--- src/hw/deser_regs_pkg.sv ---
// Register offsets, field positions, reset values and timing for the deserializer register bank.
package deser_regs_pkg;

	// ----------------------------------------------------------------
	// Register offsets
	// ----------------------------------------------------------------
	localparam logic [7:0] OFS_TEST_GPIO     = 8'h06;
	localparam logic [7:0] OFS_RSVD_SEVEN    = 8'h07;
	localparam logic [7:0] OFS_SYNC_FILTER   = 8'h08;
	localparam logic [7:0] OFS_SYNC_OUT      = 8'h09;
	localparam logic [7:0] OFS_RSVD_TEN      = 8'h0A;
	localparam logic [7:0] OFS_RSVD_ELEVEN   = 8'h0B;
	localparam logic [7:0] OFS_FAULT_LIMIT   = 8'h0C;
	localparam logic [7:0] OFS_FAULT_COUNT   = 8'h0D;
	localparam logic [7:0] OFS_MISMATCH      = 8'h0E;
	localparam logic [7:0] OFS_REVERSE_RATE  = 8'h11;
	localparam logic [7:0] OFS_AUDIO_CLOCK   = 8'h12;
	localparam logic [7:0] OFS_RSVD_NINETEEN = 8'h13;
	localparam logic [7:0] OFS_POLARITY_RATE = 8'h14;
	localparam logic [7:0] OFS_TRACKING      = 8'h15;

	// ----------------------------------------------------------------
	// Field positions
	// ----------------------------------------------------------------
	localparam int BIT_SEQ_KIND   = 7;
	localparam int BIT_AUTO_CLEAR = 6;
	localparam int BIT_FWD_OFF    = 5;
	localparam int BIT_GPI_IN     = 4;
	localparam int BIT_GENERAL_PIN_ONE_OUT  = 3;
	localparam int BIT_GENERAL_PIN_ONE_IN   = 2;
	localparam int BIT_GENERAL_PIN_ZERO_OUT  = 1;
	localparam int BIT_GENERAL_PIN_ZERO_IN   = 0;
	localparam int BIT_SRC_HI     = 4;
	localparam int BIT_SRC_LO     = 3;
	localparam int BIT_DE_FILT    = 2;
	localparam int BIT_VS_PIN     = 7;
	localparam int BIT_AUTO_PIX   = 6;
	localparam int BIT_REV_FAST   = 7;
	localparam int BIT_MCLK_SRC   = 7;
	localparam int BIT_DIV_HI     = 6;
	localparam int BIT_INV_VS     = 7;
	localparam int BIT_INV_HS     = 6;
	localparam int BIT_INV_DE     = 5;
	localparam int BIT_RATE       = 4;
	localparam int BIT_BOOST      = 3;
	localparam int BIT_WAKE_OFF   = 2;
	localparam int BIT_INT_OUT    = 0;
	localparam int BIT_AUTO_INT   = 7;

	// ----------------------------------------------------------------
	// Writable masks, reset values and fixed reserved read values
	// ----------------------------------------------------------------
	localparam logic [7:0] MASK_TEST_GPIO = 8'hEA;
	localparam logic [7:0] MASK_SYNC_FILT = 8'h1F;
	localparam logic [7:0] MASK_SYNC_OUT  = 8'hC0;
	localparam logic [7:0] MASK_REVERSE   = 8'h80;
	localparam logic [7:0] MASK_POLARITY  = 8'hFD;
	localparam logic [7:0] MASK_TRACKING  = 8'h80;
	localparam logic [7:0] RST_TEST_GPIO  = 8'h0A;
	localparam logic [7:0] RST_ZERO       = 8'h00;
	localparam logic [7:0] RST_TRACKING   = 8'h80;
	localparam logic [7:0] FIX_SEVEN      = 8'h54;
	localparam logic [7:0] FIX_SYNC_FILT  = 8'h20;
	localparam logic [7:0] FIX_TEN        = 8'h10;
	localparam logic [7:0] FIX_ELEVEN     = 8'h20;
	localparam logic [7:0] FIX_REVERSE    = 8'h22;
	localparam logic [7:0] COUNT_MAX      = 8'hFF;

	// Sync source codes; any code with the upper bit set selects bits 0/1.
	localparam logic [1:0] SRC_UPPER  = 2'h0;
	localparam logic [1:0] SRC_MIDDLE = 2'h1;

	// Synchronised pin slots.
	localparam int PIN_GPI   = 0;
	localparam int PIN_GENERAL_PIN_ONE = 1;
	localparam int PIN_GENERAL_PIN_ZERO = 2;
	localparam int PIN_BWS   = 3;
	localparam int PIN_RATE  = 4;
	localparam int PIN_COUNT = 5;

	// ----------------------------------------------------------------
	// Timing
	// ----------------------------------------------------------------
	localparam int CLK_PERIOD_NS  = 4;
	localparam int AUTO_CLEAR_NS  = 1000;
	localparam int AUTO_CLEAR_CYC = (AUTO_CLEAR_NS + CLK_PERIOD_NS - 1) / CLK_PERIOD_NS;
	localparam int CLR_CNT_W      = $clog2(AUTO_CLEAR_CYC + 1);
	localparam logic [1:0] STRAP_WAIT = 2'h2;
	localparam int FILTER_LEN_DEF = 3;
	localparam logic [7:0] AUDIO_VIDEO_INFO_BYTES_FIRST_DEF = 8'h60;
	localparam logic [7:0] AUDIO_VIDEO_INFO_BYTES_LAST_DEF  = 8'h7F;

	typedef enum logic {
		CLR_IDLE = 1'b0,
		CLR_WAIT = 1'b1
	} clrState_t;

endpackage

--- src/hw/deser_config_status_regs.sv ---
// Configuration and status register bank of the serial-link video deserializer.
// Behaviour
// (RQ1) Sequence kind bit selects checker type.
// (RQ2) Auto clear zeroes fault count after 1us.
// (RQ3) Forward disable bit blocks input forwarding.
// (RQ4) Source code picks sync bits, shifts data.
// (RQ5) Filter disable bits; reset follows width strap.
// (RQ6) Vertical sync replaces control output three.
// (RQ7) Auto pixel count bit enables counting.
// (RQ8) Writable eight-bit fault threshold, reset zero.
// (RQ9) Read-only decode fault counter.
// (RQ10) Read-only sequence mismatch counter.
// (RQ11) Reverse rate bit picks 500k or 1M.
// (RQ12) Audio clock source: pixel or oscillator.
// (RQ13) Zero divider stops audio clock output.
// (RQ14) Rate bit strapped; pin transitions override.
// (RQ15) Drive boost bit selects output strength.
// (RQ16) Inversions, wake disable, interrupt bit level.
// (RQ17) GPIO output bits, read-back input levels.
// (RQ18) Auto mode: info writes raise, reads drop.
module deser_config_status_regs
	import deser_regs_pkg::*;
#(
	parameter int         FILTER_LEN   = FILTER_LEN_DEF,
	parameter logic [7:0] AUDIO_VIDEO_INFO_BYTES_FIRST = AUDIO_VIDEO_INFO_BYTES_FIRST_DEF,
	parameter logic [7:0] AUDIO_VIDEO_INFO_BYTES_LAST  = AUDIO_VIDEO_INFO_BYTES_LAST_DEF
) (
	input  wire logic        clk,
	input  wire logic        rst_b,
	input  wire logic [7:0]  regAddr,
	input  wire logic        regWrEn,
	input  wire logic [7:0]  regWrData,
	input  wire logic        regRdEn,
	output logic      [7:0]  regRdData,
	input  wire logic        gpiPin,
	input  wire logic        gpio1Pin,
	input  wire logic        gpio0Pin,
	input  wire logic        bwsOpen,
	input  wire logic        ratePin,
	input  wire logic        decodeFault,
	input  wire logic        seqMismatch,
	input  wire logic [19:0] rxBits,
	input  wire logic        rxDe,
	input  wire logic        ctlThreeNormal,
	input  wire logic        pixelTick,
	input  wire logic        oscTick,
	output logic      [17:0] pixelOut,
	output logic             hsOut,
	output logic             vsOut,
	output logic             deOut,
	output logic             ctlThreeOut,
	output logic             faultOut,
	output logic             gpiForward,
	output logic             gpio1Out,
	output logic             gpio0Out,
	output logic             seqKind,
	output logic             autoPixelCount,
	output logic             reverseRateFast,
	output logic             mclkOut,
	output logic             rateSelect,
	output logic             driveBoost,
	output logic             remoteWakeOff,
	output logic             interruptPin
);
	if (FILTER_LEN < 1 || FILTER_LEN > 15) begin : gBadLen
		$error("FILTER_LEN must lie in 1..15");
	end
	if (AUDIO_VIDEO_INFO_BYTES_FIRST > AUDIO_VIDEO_INFO_BYTES_LAST) begin : gBadRange
		$error("AUDIO_VIDEO_INFO_BYTES_FIRST above AUDIO_VIDEO_INFO_BYTES_LAST");
	end

	// ----------------------------------------------------------------
	// Pin synchronisers and strap capture
	// ----------------------------------------------------------------
	logic [PIN_COUNT-1:0] sync1_q;
	logic [PIN_COUNT-1:0] sync2_q;
	logic                 ratePrev_q;
	logic [1:0]           strapCnt_q;
	logic [1:0]           strapCnt_d;
	logic                 strapDone_q;
	logic                 strapNow;

	// Straps are caught once sync2 holds real pin levels after release.
	always_comb begin
		strapCnt_d = strapCnt_q;
		strapNow   = 1'b0;
		if (!strapDone_q) begin
			strapNow   = strapCnt_q == STRAP_WAIT;
			strapCnt_d = strapCnt_q + 2'h1;
		end
	end

	always_ff @(posedge clk) begin
		if (!rst_b) begin
			sync1_q     <= '0;
			sync2_q     <= '0;
			ratePrev_q  <= 1'b0;
			strapCnt_q  <= 2'h0;
			strapDone_q <= 1'b0;
		end else begin
			sync1_q     <= {ratePin, bwsOpen, gpio0Pin, gpio1Pin, gpiPin};
			sync2_q     <= sync1_q;
			ratePrev_q  <= sync2_q[PIN_RATE];
			strapCnt_q  <= strapCnt_d;
			strapDone_q <= strapDone_q | strapNow;
		end
	end

	// ----------------------------------------------------------------
	// Writable registers
	// ----------------------------------------------------------------
	logic [7:0] testGpio_q, testGpio_d;
	logic [7:0] syncFilt_q, syncFilt_d;
	logic [7:0] syncOut_q, syncOut_d;
	logic [7:0] limit_q, limit_d;
	logic [7:0] reverse_q, reverse_d;
	logic [7:0] audio_q, audio_d;
	logic [7:0] polarity_q, polarity_d;
	logic [7:0] tracking_q, tracking_d;
	logic       rateEdge;

	// Each write merges only the implemented bits; reserved bits stay fixed.
	always_comb begin
		testGpio_d = testGpio_q;
		syncFilt_d = syncFilt_q;
		syncOut_d  = syncOut_q;
		limit_d    = limit_q;
		reverse_d  = reverse_q;
		audio_d    = audio_q;
		polarity_d = polarity_q;
		tracking_d = tracking_q;
		rateEdge   = strapDone_q && (sync2_q[PIN_RATE] != ratePrev_q);
		if (regWrEn) begin
			unique case (regAddr)
				OFS_TEST_GPIO:     testGpio_d = regWrData & MASK_TEST_GPIO; // [RQ1] [RQ3] [RQ17]
				OFS_SYNC_FILTER:   syncFilt_d = regWrData & MASK_SYNC_FILT; // [RQ4] [RQ5]
				OFS_SYNC_OUT:      syncOut_d  = regWrData & MASK_SYNC_OUT;  // [RQ6] [RQ7]
				OFS_FAULT_LIMIT:   limit_d    = regWrData;                  // [RQ8]
				OFS_REVERSE_RATE:  reverse_d  = regWrData & MASK_REVERSE;   // [RQ11]
				OFS_AUDIO_CLOCK:   audio_d    = regWrData;                  // [RQ12] [RQ13]
				OFS_POLARITY_RATE: polarity_d = regWrData & MASK_POLARITY;  // [RQ15] [RQ16]
				OFS_TRACKING:      tracking_d = regWrData & MASK_TRACKING;  // [RQ18]
				default: ;
			endcase
		end
		// Straps load the filter disables and the rate bit once after reset.
		if (strapNow) begin
			syncFilt_d[BIT_DE_FILT:0] = {3{sync2_q[PIN_BWS]}};              // [RQ5]
			polarity_d[BIT_RATE]      = sync2_q[PIN_RATE];                  // [RQ14]
		end
		// A later transition on the rate pin overrides whatever was written.
		if (rateEdge) begin
			polarity_d[BIT_RATE] = sync2_q[PIN_RATE];                       // [RQ14]
		end
	end

	always_ff @(posedge clk) begin
		if (!rst_b) begin
			testGpio_q <= RST_TEST_GPIO;
			syncFilt_q <= RST_ZERO;
			syncOut_q  <= RST_ZERO;
			limit_q    <= RST_ZERO;
			reverse_q  <= RST_ZERO;
			audio_q    <= RST_ZERO;
			polarity_q <= RST_ZERO;
			tracking_q <= RST_TRACKING;
		end else begin
			testGpio_q <= testGpio_d;
			syncFilt_q <= syncFilt_d;
			syncOut_q  <= syncOut_d;
			limit_q    <= limit_d;
			reverse_q  <= reverse_d;
			audio_q    <= audio_d;
			polarity_q <= polarity_d;
			tracking_q <= tracking_d;
		end
	end

	// ----------------------------------------------------------------
	// Fault counters, auto clear, read port and interrupt pin
	// ----------------------------------------------------------------
	logic [7:0]           faultCnt_q, faultCnt_d;
	logic [7:0]           mismatch_q, mismatch_d;
	logic                 faultOut_q, faultOut_d;
	clrState_t            clrState_q, clrState_d;
	logic [CLR_CNT_W-1:0] clrCnt_q, clrCnt_d;
	logic [7:0]           rdData_q, rdData_d;
	logic                 intPin_q, intPin_d;
	logic                 clearNow;
	logic                 avinfoHit;

	// The counters saturate; an event in the clearing cycle still counts.
	always_comb begin
		faultCnt_d = faultCnt_q;
		mismatch_d = mismatch_q;
		clrState_d = clrState_q;
		clrCnt_d   = clrCnt_q;
		clearNow   = 1'b0;
		unique case (clrState_q)
			CLR_IDLE: begin
				if (faultOut_q && testGpio_q[BIT_AUTO_CLEAR]) begin
					clrState_d = CLR_WAIT;
					clrCnt_d   = CLR_CNT_W'(1);
				end
			end
			CLR_WAIT: begin
				clrCnt_d = clrCnt_q + CLR_CNT_W'(1);
				if (!testGpio_q[BIT_AUTO_CLEAR]) begin
					clrState_d = CLR_IDLE;
				end else if (clrCnt_q == CLR_CNT_W'(AUTO_CLEAR_CYC - 1)) begin
					clearNow   = 1'b1;                                     // [RQ2]
					clrState_d = CLR_IDLE;
				end
			end
		endcase
		if (clearNow) begin
			faultCnt_d = RST_ZERO;                                         // [RQ2]
		end
		if (decodeFault && faultCnt_d != COUNT_MAX) begin
			faultCnt_d = faultCnt_d + 8'h01;                               // [RQ9]
		end
		if (seqMismatch && mismatch_q != COUNT_MAX) begin
			mismatch_d = mismatch_q + 8'h01;                               // [RQ10]
		end
		faultOut_d = faultCnt_q > limit_q;                                 // [RQ8]
	end

	// Reads answer one cycle later; unmapped offsets read as zero.
	always_comb begin
		rdData_d  = rdData_q;
		avinfoHit = regAddr >= AUDIO_VIDEO_INFO_BYTES_FIRST && regAddr <= AUDIO_VIDEO_INFO_BYTES_LAST;
		if (regRdEn) begin
			unique case (regAddr)
				OFS_TEST_GPIO:     rdData_d = testGpio_q
					| {3'h0, sync2_q[PIN_GPI], 1'b0, sync2_q[PIN_GENERAL_PIN_ONE],
					1'b0, sync2_q[PIN_GENERAL_PIN_ZERO]};                             // [RQ17]
				OFS_RSVD_SEVEN:    rdData_d = FIX_SEVEN;
				OFS_SYNC_FILTER:   rdData_d = syncFilt_q | FIX_SYNC_FILT;
				OFS_SYNC_OUT:      rdData_d = syncOut_q;
				OFS_RSVD_TEN:      rdData_d = FIX_TEN;
				OFS_RSVD_ELEVEN:   rdData_d = FIX_ELEVEN;
				OFS_FAULT_LIMIT:   rdData_d = limit_q;
				OFS_FAULT_COUNT:   rdData_d = faultCnt_q;                  // [RQ9]
				OFS_MISMATCH:      rdData_d = mismatch_q;                  // [RQ10]
				OFS_REVERSE_RATE:  rdData_d = reverse_q | FIX_REVERSE;
				OFS_AUDIO_CLOCK:   rdData_d = audio_q;
				OFS_POLARITY_RATE: rdData_d = polarity_q;
				OFS_TRACKING:      rdData_d = tracking_q;
				default:           rdData_d = RST_ZERO;
			endcase
		end
		// In auto mode the info-byte traffic drives the pin; else the bit does.
		intPin_d = polarity_q[BIT_INT_OUT];                                // [RQ16]
		if (tracking_q[BIT_AUTO_INT]) begin
			intPin_d = intPin_q;
			if (regWrEn && avinfoHit) begin
				intPin_d = 1'b1;                                           // [RQ18]
			end else if (regRdEn && avinfoHit) begin
				intPin_d = 1'b0;                                           // [RQ18]
			end
		end
	end

	always_ff @(posedge clk) begin
		if (!rst_b) begin
			faultCnt_q <= RST_ZERO;
			mismatch_q <= RST_ZERO;
			faultOut_q <= 1'b0;
			clrState_q <= CLR_IDLE;
			clrCnt_q   <= '0;
			rdData_q   <= RST_ZERO;
			intPin_q   <= 1'b0;
		end else begin
			faultCnt_q <= faultCnt_d;
			mismatch_q <= mismatch_d;
			faultOut_q <= faultOut_d;
			clrState_q <= clrState_d;
			clrCnt_q   <= clrCnt_d;
			rdData_q   <= rdData_d;
			intPin_q   <= intPin_d;
		end
	end

	// ----------------------------------------------------------------
	// Video path, audio clock divider and pin outputs
	// ----------------------------------------------------------------
	logic [2:0]  rawSync;
	logic [2:0]  filtSync;
	logic [17:0] pixel_q, pixel_d;
	logic [2:0]  syncOut3_q, syncOut3_d;
	logic        ctlThree_q, ctlThree_d;
	logic        gpiFwd_q, gpiFwd_d;
	logic [6:0]  mclkCnt_q, mclkCnt_d;
	logic        mclk_q, mclk_d;
	logic        srcTick;

	// Filters trade a few cycles of sync latency for glitch immunity.
	for (genvar i = 0; i < 3; i++) begin : gFilt
		deser_glitch_filter #(
			.LEN (FILTER_LEN)
		) uFilt (
			.clk    (clk),
			.rst_b  (rst_b),
			.bypass (syncFilt_q[i]),                                       // [RQ5]
			.din    (rawSync[i]),
			.dout   (filtSync[i])
		);
	end

	// Order of rawSync and filtSync: DE, VS, HS from high to low.
	always_comb begin
		rawSync = {rxDe, rxBits[19], rxBits[18]};
		pixel_d = rxBits[17:0];
		if (syncFilt_q[BIT_SRC_HI]) begin
			rawSync = {rxDe, rxBits[1], rxBits[0]};                        // [RQ4]
			pixel_d = rxBits[19:2];                                        // [RQ4]
		end else if (syncFilt_q[BIT_SRC_HI:BIT_SRC_LO] == SRC_MIDDLE) begin
			rawSync = {rxDe, rxBits[15], rxBits[14]};                      // [RQ4]
		end
		syncOut3_d = filtSync ^ {polarity_q[BIT_INV_DE], polarity_q[BIT_INV_VS],
			polarity_q[BIT_INV_HS]};                                       // [RQ16]
		ctlThree_d = syncOut_q[BIT_VS_PIN] ? syncOut3_d[1] : ctlThreeNormal; // [RQ6]
		gpiFwd_d   = sync2_q[PIN_GPI] & ~testGpio_q[BIT_FWD_OFF];          // [RQ3]
		// The clock toggles every divider ticks of the chosen source.
		srcTick   = audio_q[BIT_MCLK_SRC] ? oscTick : pixelTick;           // [RQ12]
		mclkCnt_d = mclkCnt_q;
		mclk_d    = mclk_q;
		if (audio_q[BIT_DIV_HI:0] == 7'h00) begin
			mclkCnt_d = 7'h00;                                             // [RQ13]
			mclk_d    = 1'b0;
		end else if (srcTick) begin
			if (mclkCnt_q + 7'h01 >= audio_q[BIT_DIV_HI:0]) begin
				mclkCnt_d = 7'h00;
				mclk_d    = ~mclk_q;                                       // [RQ13]
			end else begin
				mclkCnt_d = mclkCnt_q + 7'h01;
			end
		end
	end

	always_ff @(posedge clk) begin
		if (!rst_b) begin
			pixel_q    <= '0;
			syncOut3_q <= 3'h0;
			ctlThree_q <= 1'b0;
			gpiFwd_q   <= 1'b0;
			mclkCnt_q  <= 7'h00;
			mclk_q     <= 1'b0;
		end else begin
			pixel_q    <= pixel_d;
			syncOut3_q <= syncOut3_d;
			ctlThree_q <= ctlThree_d;
			gpiFwd_q   <= gpiFwd_d;
			mclkCnt_q  <= mclkCnt_d;
			mclk_q     <= mclk_d;
		end
	end

	assign regRdData       = rdData_q;
	assign pixelOut        = pixel_q;
	assign {deOut, vsOut, hsOut} = syncOut3_q;
	assign ctlThreeOut     = ctlThree_q;
	assign faultOut        = faultOut_q;
	assign gpiForward      = gpiFwd_q;
	assign gpio1Out        = testGpio_q[BIT_GENERAL_PIN_ONE_OUT];                    // [RQ17]
	assign gpio0Out        = testGpio_q[BIT_GENERAL_PIN_ZERO_OUT];                    // [RQ17]
	assign seqKind         = testGpio_q[BIT_SEQ_KIND];                     // [RQ1]
	assign autoPixelCount  = syncOut_q[BIT_AUTO_PIX];                      // [RQ7]
	assign reverseRateFast = reverse_q[BIT_REV_FAST];                      // [RQ11]
	assign mclkOut         = mclk_q;
	assign rateSelect      = polarity_q[BIT_RATE];
	assign driveBoost      = polarity_q[BIT_BOOST];                        // [RQ15]
	assign remoteWakeOff   = polarity_q[BIT_WAKE_OFF];                     // [RQ16]
	assign interruptPin    = intPin_q;
endmodule // deser_config_status_regs

--- src/hw/deser_glitch_filter.sv ---
// Glitch filter for one sync or data-enable line, with a bypass.
module deser_glitch_filter #(
	parameter int LEN = 3
) (
	input  wire logic clk,
	input  wire logic rst_b,
	input  wire logic bypass,
	input  wire logic din,
	output logic      dout
);
	logic [3:0] cnt_q;
	logic [3:0] cnt_d;
	logic       dout_q;
	logic       dout_d;

	// Unless bypassed, a new level is taken only after it has held LEN cycles.
	always_comb begin
		cnt_d  = 4'h0;
		dout_d = dout_q;
		if (bypass || din == dout_q) begin
			dout_d = din;
		end else if (cnt_q == 4'(LEN - 1)) begin
			dout_d = din;
		end else begin
			cnt_d = cnt_q + 4'h1;
		end
	end

	always_ff @(posedge clk) begin
		if (!rst_b) begin
			cnt_q  <= 4'h0;
			dout_q <= 1'b0;
		end else begin
			cnt_q  <= cnt_d;
			dout_q <= dout_d;
		end
	end

	assign dout = dout_q;
endmodule // deser_glitch_filter

--- config.mk ---
export PLATFORM = sky130hd
export DESIGN_NAME = deser_config_status_regs
export DESIGN_NICKNAME = d
export VERILOG_FILES = /design/src/hw/deser_regs_pkg.sv /design/src/hw/deser_config_status_regs.sv /design/src/hw/deser_glitch_filter.sv
export SDC_FILE = /design/constraint.sdc
export NUM_CORES = 1
export LEC_CHECK = 0
export ABC_AREA = 1
export BUFFER_PORTS_ARGS = -buffer_cell sky130_fd_sc_hd__clkbuf_2
export CAP_MARGIN = 10
export CORE_MARGIN = 5
export CORE_UTILIZATION = 55
export CTS_CLUSTER_SIZE = 40
export DETAILED_ROUTE_END_ITERATION = 10
export HOLD_SLACK_MARGIN = 0.05
export PLACE_DENSITY = 0.81
export SYNTH_ARGS = -nofsm -noshare
export SYNTH_HDL_FRONTEND = slang
export SYNTH_HIERARCHICAL = 1
export SYNTH_SLANG_ARGS = --single-unit
--- constraint.sdc ---
create_clock -name clk -period 3.5 [get_ports clk]
set_clock_uncertainty 0.05 [all_clocks]
set_input_delay 0.35 -clock clk [delete_from_list [all_inputs] [get_ports clk]]
set_output_delay 0.35 -clock clk [all_outputs]
set_load 0.05 [all_outputs]
==> reports/qor.yml <==
setup_path:
  critPathBufInv: 1
  critical-path-max-stage-delay_ns: 0.39
  cp_max_fo: 5
  worst_setup_path_end_kind: "flop"
  worstPathCellList: "ha_1, nand4_1, nor2_1, xnor2_1, inv_1, ha_1, nand2_1, o21a_1, nand3_1, nand2_1, or2_2, a21oi_1"
  rr_worst_depth: 12
  start_kind: "flop"
  critPathKind: "reg -> reg"
  r2r_setup_slack_ns: 1.14
  rr_endpoint: "mclkOut$_SDFFE_PP0P_"
  worstPathRequired_ns: 3.80
  crit_slowest_cell: "dfxtp_1"
  timing.rr.start: "mclkCnt_q[0]$_SDFFE_PP0P_"
  critPathArrivalTime_ns: 2.66
  crit_family: "simple AND/OR/NAND/NOR gates"
timing:
  rsz0062_at_grt: "no"
  period_share: 0.675
  max_freq_mhz: 424
  drv_slew: 0
  worst_pin_slew_ns: 0.737
  fin_crit_ns: 2.36
  finalSetupViolations: 0
  finalHoldViolations: 0
  hold_ws_ns: 0.0603
  tns_ns: 0
  maxSlewHeadroom: 0.509
global_routing:
  grt_remaining_overflow: 0
  grt_pass1_wl_um: 26800
  antenna_found_initial: 0
  track_usage: 0.231
  grt_pass1_vias: 5706
  grt_start_max_net_pins: 81
detailed_routing:
  wire_per_inst_um: 14.0
  dr.pass1.iters: 5
  ant_nets: 0
  drc: 0
  vias_per_cell: 5.29
  initialDrtViolationCount: 543
  vias: 6124
  finalWirelength_um: 16200
synth:
  ys_seq_elements: 132
  yosysWarnings: 6
  synthArstFlopShare: 0
  synth_top_area_share: 0.402
  yosysSeqAreaShare: 0.402
  synth_top_cell_by_area: "dfxtp_1"
  syn_area_um2: 6570
  synth.most_common_cell: "nand2_1"
  synth_cells: 908
  synth_edf_count: 0
  synth_area_per_cell_um2: 7.24
  synth_common_cells: "151 x nand2_1, 132 x dfxtp_1, 119 x nor2_1"
  synth_fp_nets: 986
  ys_types: 42
  synth_flop_cell: "dfxtp_1"
  synthTopCellsByArea: "dfxtp_1 40%, nand2_1 8.6%, nor2_1 6.8%"
min_path:
  hold_end: "sync1_q[3]$_SDFF_PN0_"
  hold_class: "in -> reg"
  whs_path_depth: 3
  holdCritStartpoint: "bwsOpen"
layout:
  nets: 1075
  nFillCells: 1053
  drive_gt1_frac: 0.175
  syn_to_final_growth_pct: 16.9
  diodes: 0
clock_tree:
  path_clk_slew_ns: 0.06
  cts_setup_buffers: 0
  clockRootBuffer: "clkbuf_16"
  cts_tree: "done"
  cts_made_buffers: 17
  clock_path_buffers: 2
  clock-sinks: 132
  clk_latency_ns: 0.42
  cts_resized: 0
  ctsHoldBuffers: 0
  cts_max_level: 4
die:
  ios: 93
  fp.dieArea_um2: 14200
  die_w_um: 119
  die_y_um: 119
  num_rows: 40
  core-area_um2: 11900
  initial_core_util: 0.554
power:
  vdd_drop_max_mv: 0.598
  power_density_nw_per_um2: 485
  p_leak_nw: 3.57
flow_run:
  maxCapViolations: 0
status:
  outcome: "finished clean"
placed_design:
  hpwl_um: 11800
  gp_congestion: 0.931
  io_buffers: 92
-- per-layer routing --
| layer | share of wire | wire, um | track usage |
|---|---|---|---|
| met3 | 0.067 | 1090 | 0.0613 |
| met1 | 0.44 | 7160 | 0.294 |
| met4 | 0.025 | 412 | 0.0744 |
| met5 | 0 | 0 | 0 |
| met2 | 0.47 | 7570 | 0.381 |
-- layout by cell type, fill, tap and decap left out, drive strengths merged --
cell type,count
ha,27
clkinv,9
nand2,159
nand3,77
o211ai,3
a21oi,77
nand3b,1
a221oi,1
a31oi,4
o22ai,1
a311oi,1
o31ai,1
nor4,4
or2,1
nor2,136
clkinvlp,1
nand4,16
clkbuf,110
bufinv,2
xnor2,8
o41ai,1
xor2,10
nor3,10
dfxtp,132
buf,4
o21a,4
mux2i,4
inv,127
o2111ai,2
o21ai,77
-- logic make-up (layout without fill, tap and decap cells) --
| logic type | Yosys count | after routing | share of synthesized area |
|---|---|---|---|
| compound gates | 172 | 172 | 0.141 |
| fa+ha+maj | 27 | 27 | 0.0514 |
| xor+xnor | 18 | 18 | 0.0240 |
| mux | 4 | 4 | 0.00609 |
| buf+inv | 151 | 253 | 0.0946 |
| simple gates | 404 | 404 | 0.281 |
| flops | 132 | 132 | 0.402 |
-- report_power, final --
part	internal (W)	switching, W
Sequential	0.00156	0.0000417
Clock	0.00108	0.000689
Combinational	0.000107	0.000251
-- worst register-to-register path, cell delays in order (launching register included) --
cell and delay, ns:
dfxtp_1 0.39, ha_1 0.23, nand4_1 0.13, nor2_1 0.13
xnor2_1 0.13, inv_1 0.07, ha_1 0.30, nand2_1 0.07
o21a_1 0.18, nand3_1 0.09, nand2_1 0.13, or2_2 0.30
a21oi_1 0.11
-- sequential cells by signal, summed over array words and instances (netlist names), 2 cells and up --
register and flops:
pixelOut 18, gFilt.uFilt/cnt_q 12, audio_q 8, clrCnt_q 8, faultCnt_q 8, limit_q 8, mismatch_q 8, regRdData 8
mclkCnt_q 7, polarity_q 7, sync1_q 5, sync2_q 5, syncFilt_q 5, testGpio_q 5, gFilt.uFilt/dout 3, syncOut3_q 3
strapCnt_q 2, syncOut_q 2
-- worst max-delay path by stage --
stage                                    from                   endpoint  cells past startpoint
detailed placement  mclkCnt_q[0]$_SDFFE_PP0P_       mclkOut$_SDFFE_PP0P_                     12
CTS                 mclkCnt_q[0]$_SDFFE_PP0P_       mclkOut$_SDFFE_PP0P_                     13
floorplan           mclkCnt_q[0]$_SDFFE_PP0P_       mclkOut$_SDFFE_PP0P_                     12
global placement    mclkCnt_q[0]$_SDFFE_PP0P_       mclkOut$_SDFFE_PP0P_                     12
global route        mclkCnt_q[0]$_SDFFE_PP0P_  mclkCnt_q[6]$_SDFFE_PP0P_                     12
finish              mclkCnt_q[0]$_SDFFE_PP0P_       mclkOut$_SDFFE_PP0P_                     12
-- area by class of cell --
cell class              count  area, um^2  share of cell area
repair buffers             96         490              0.0638
clock inverters            14         153              0.0199
flip-flops and latches    132        2640               0.344
well taps                 147         184              0.0239
inverters                 125         469              0.0610
clock buffers              18         439              0.0571
multi-input cells         625        3310               0.430
-- per-stage QoR --
stage | setup WS [ns] | total power (W) | instance area (um^2) | cells | utilization
4_1_cts | 1.14 | 0.00374 | 7690 | 1157 | 0.648
5_1_grt | 0.819 | 0.00387 | 7690 | 1157 | 0.648
3_5_place_dp | 1.16 | 0.00199 | 7090 | 1125 | 0.598
6_report | 1.14 | 0.00373 | 7690 | 1157 | 0.648
2_1_floorplan | 1.31 | 0.00188 | 6570 | 908 | -
3_3_place_gp | 1.20 | 0.00198 | 7090 | 1125 | 0.598
No activity file was read; power rests on OpenSTA's default activity.
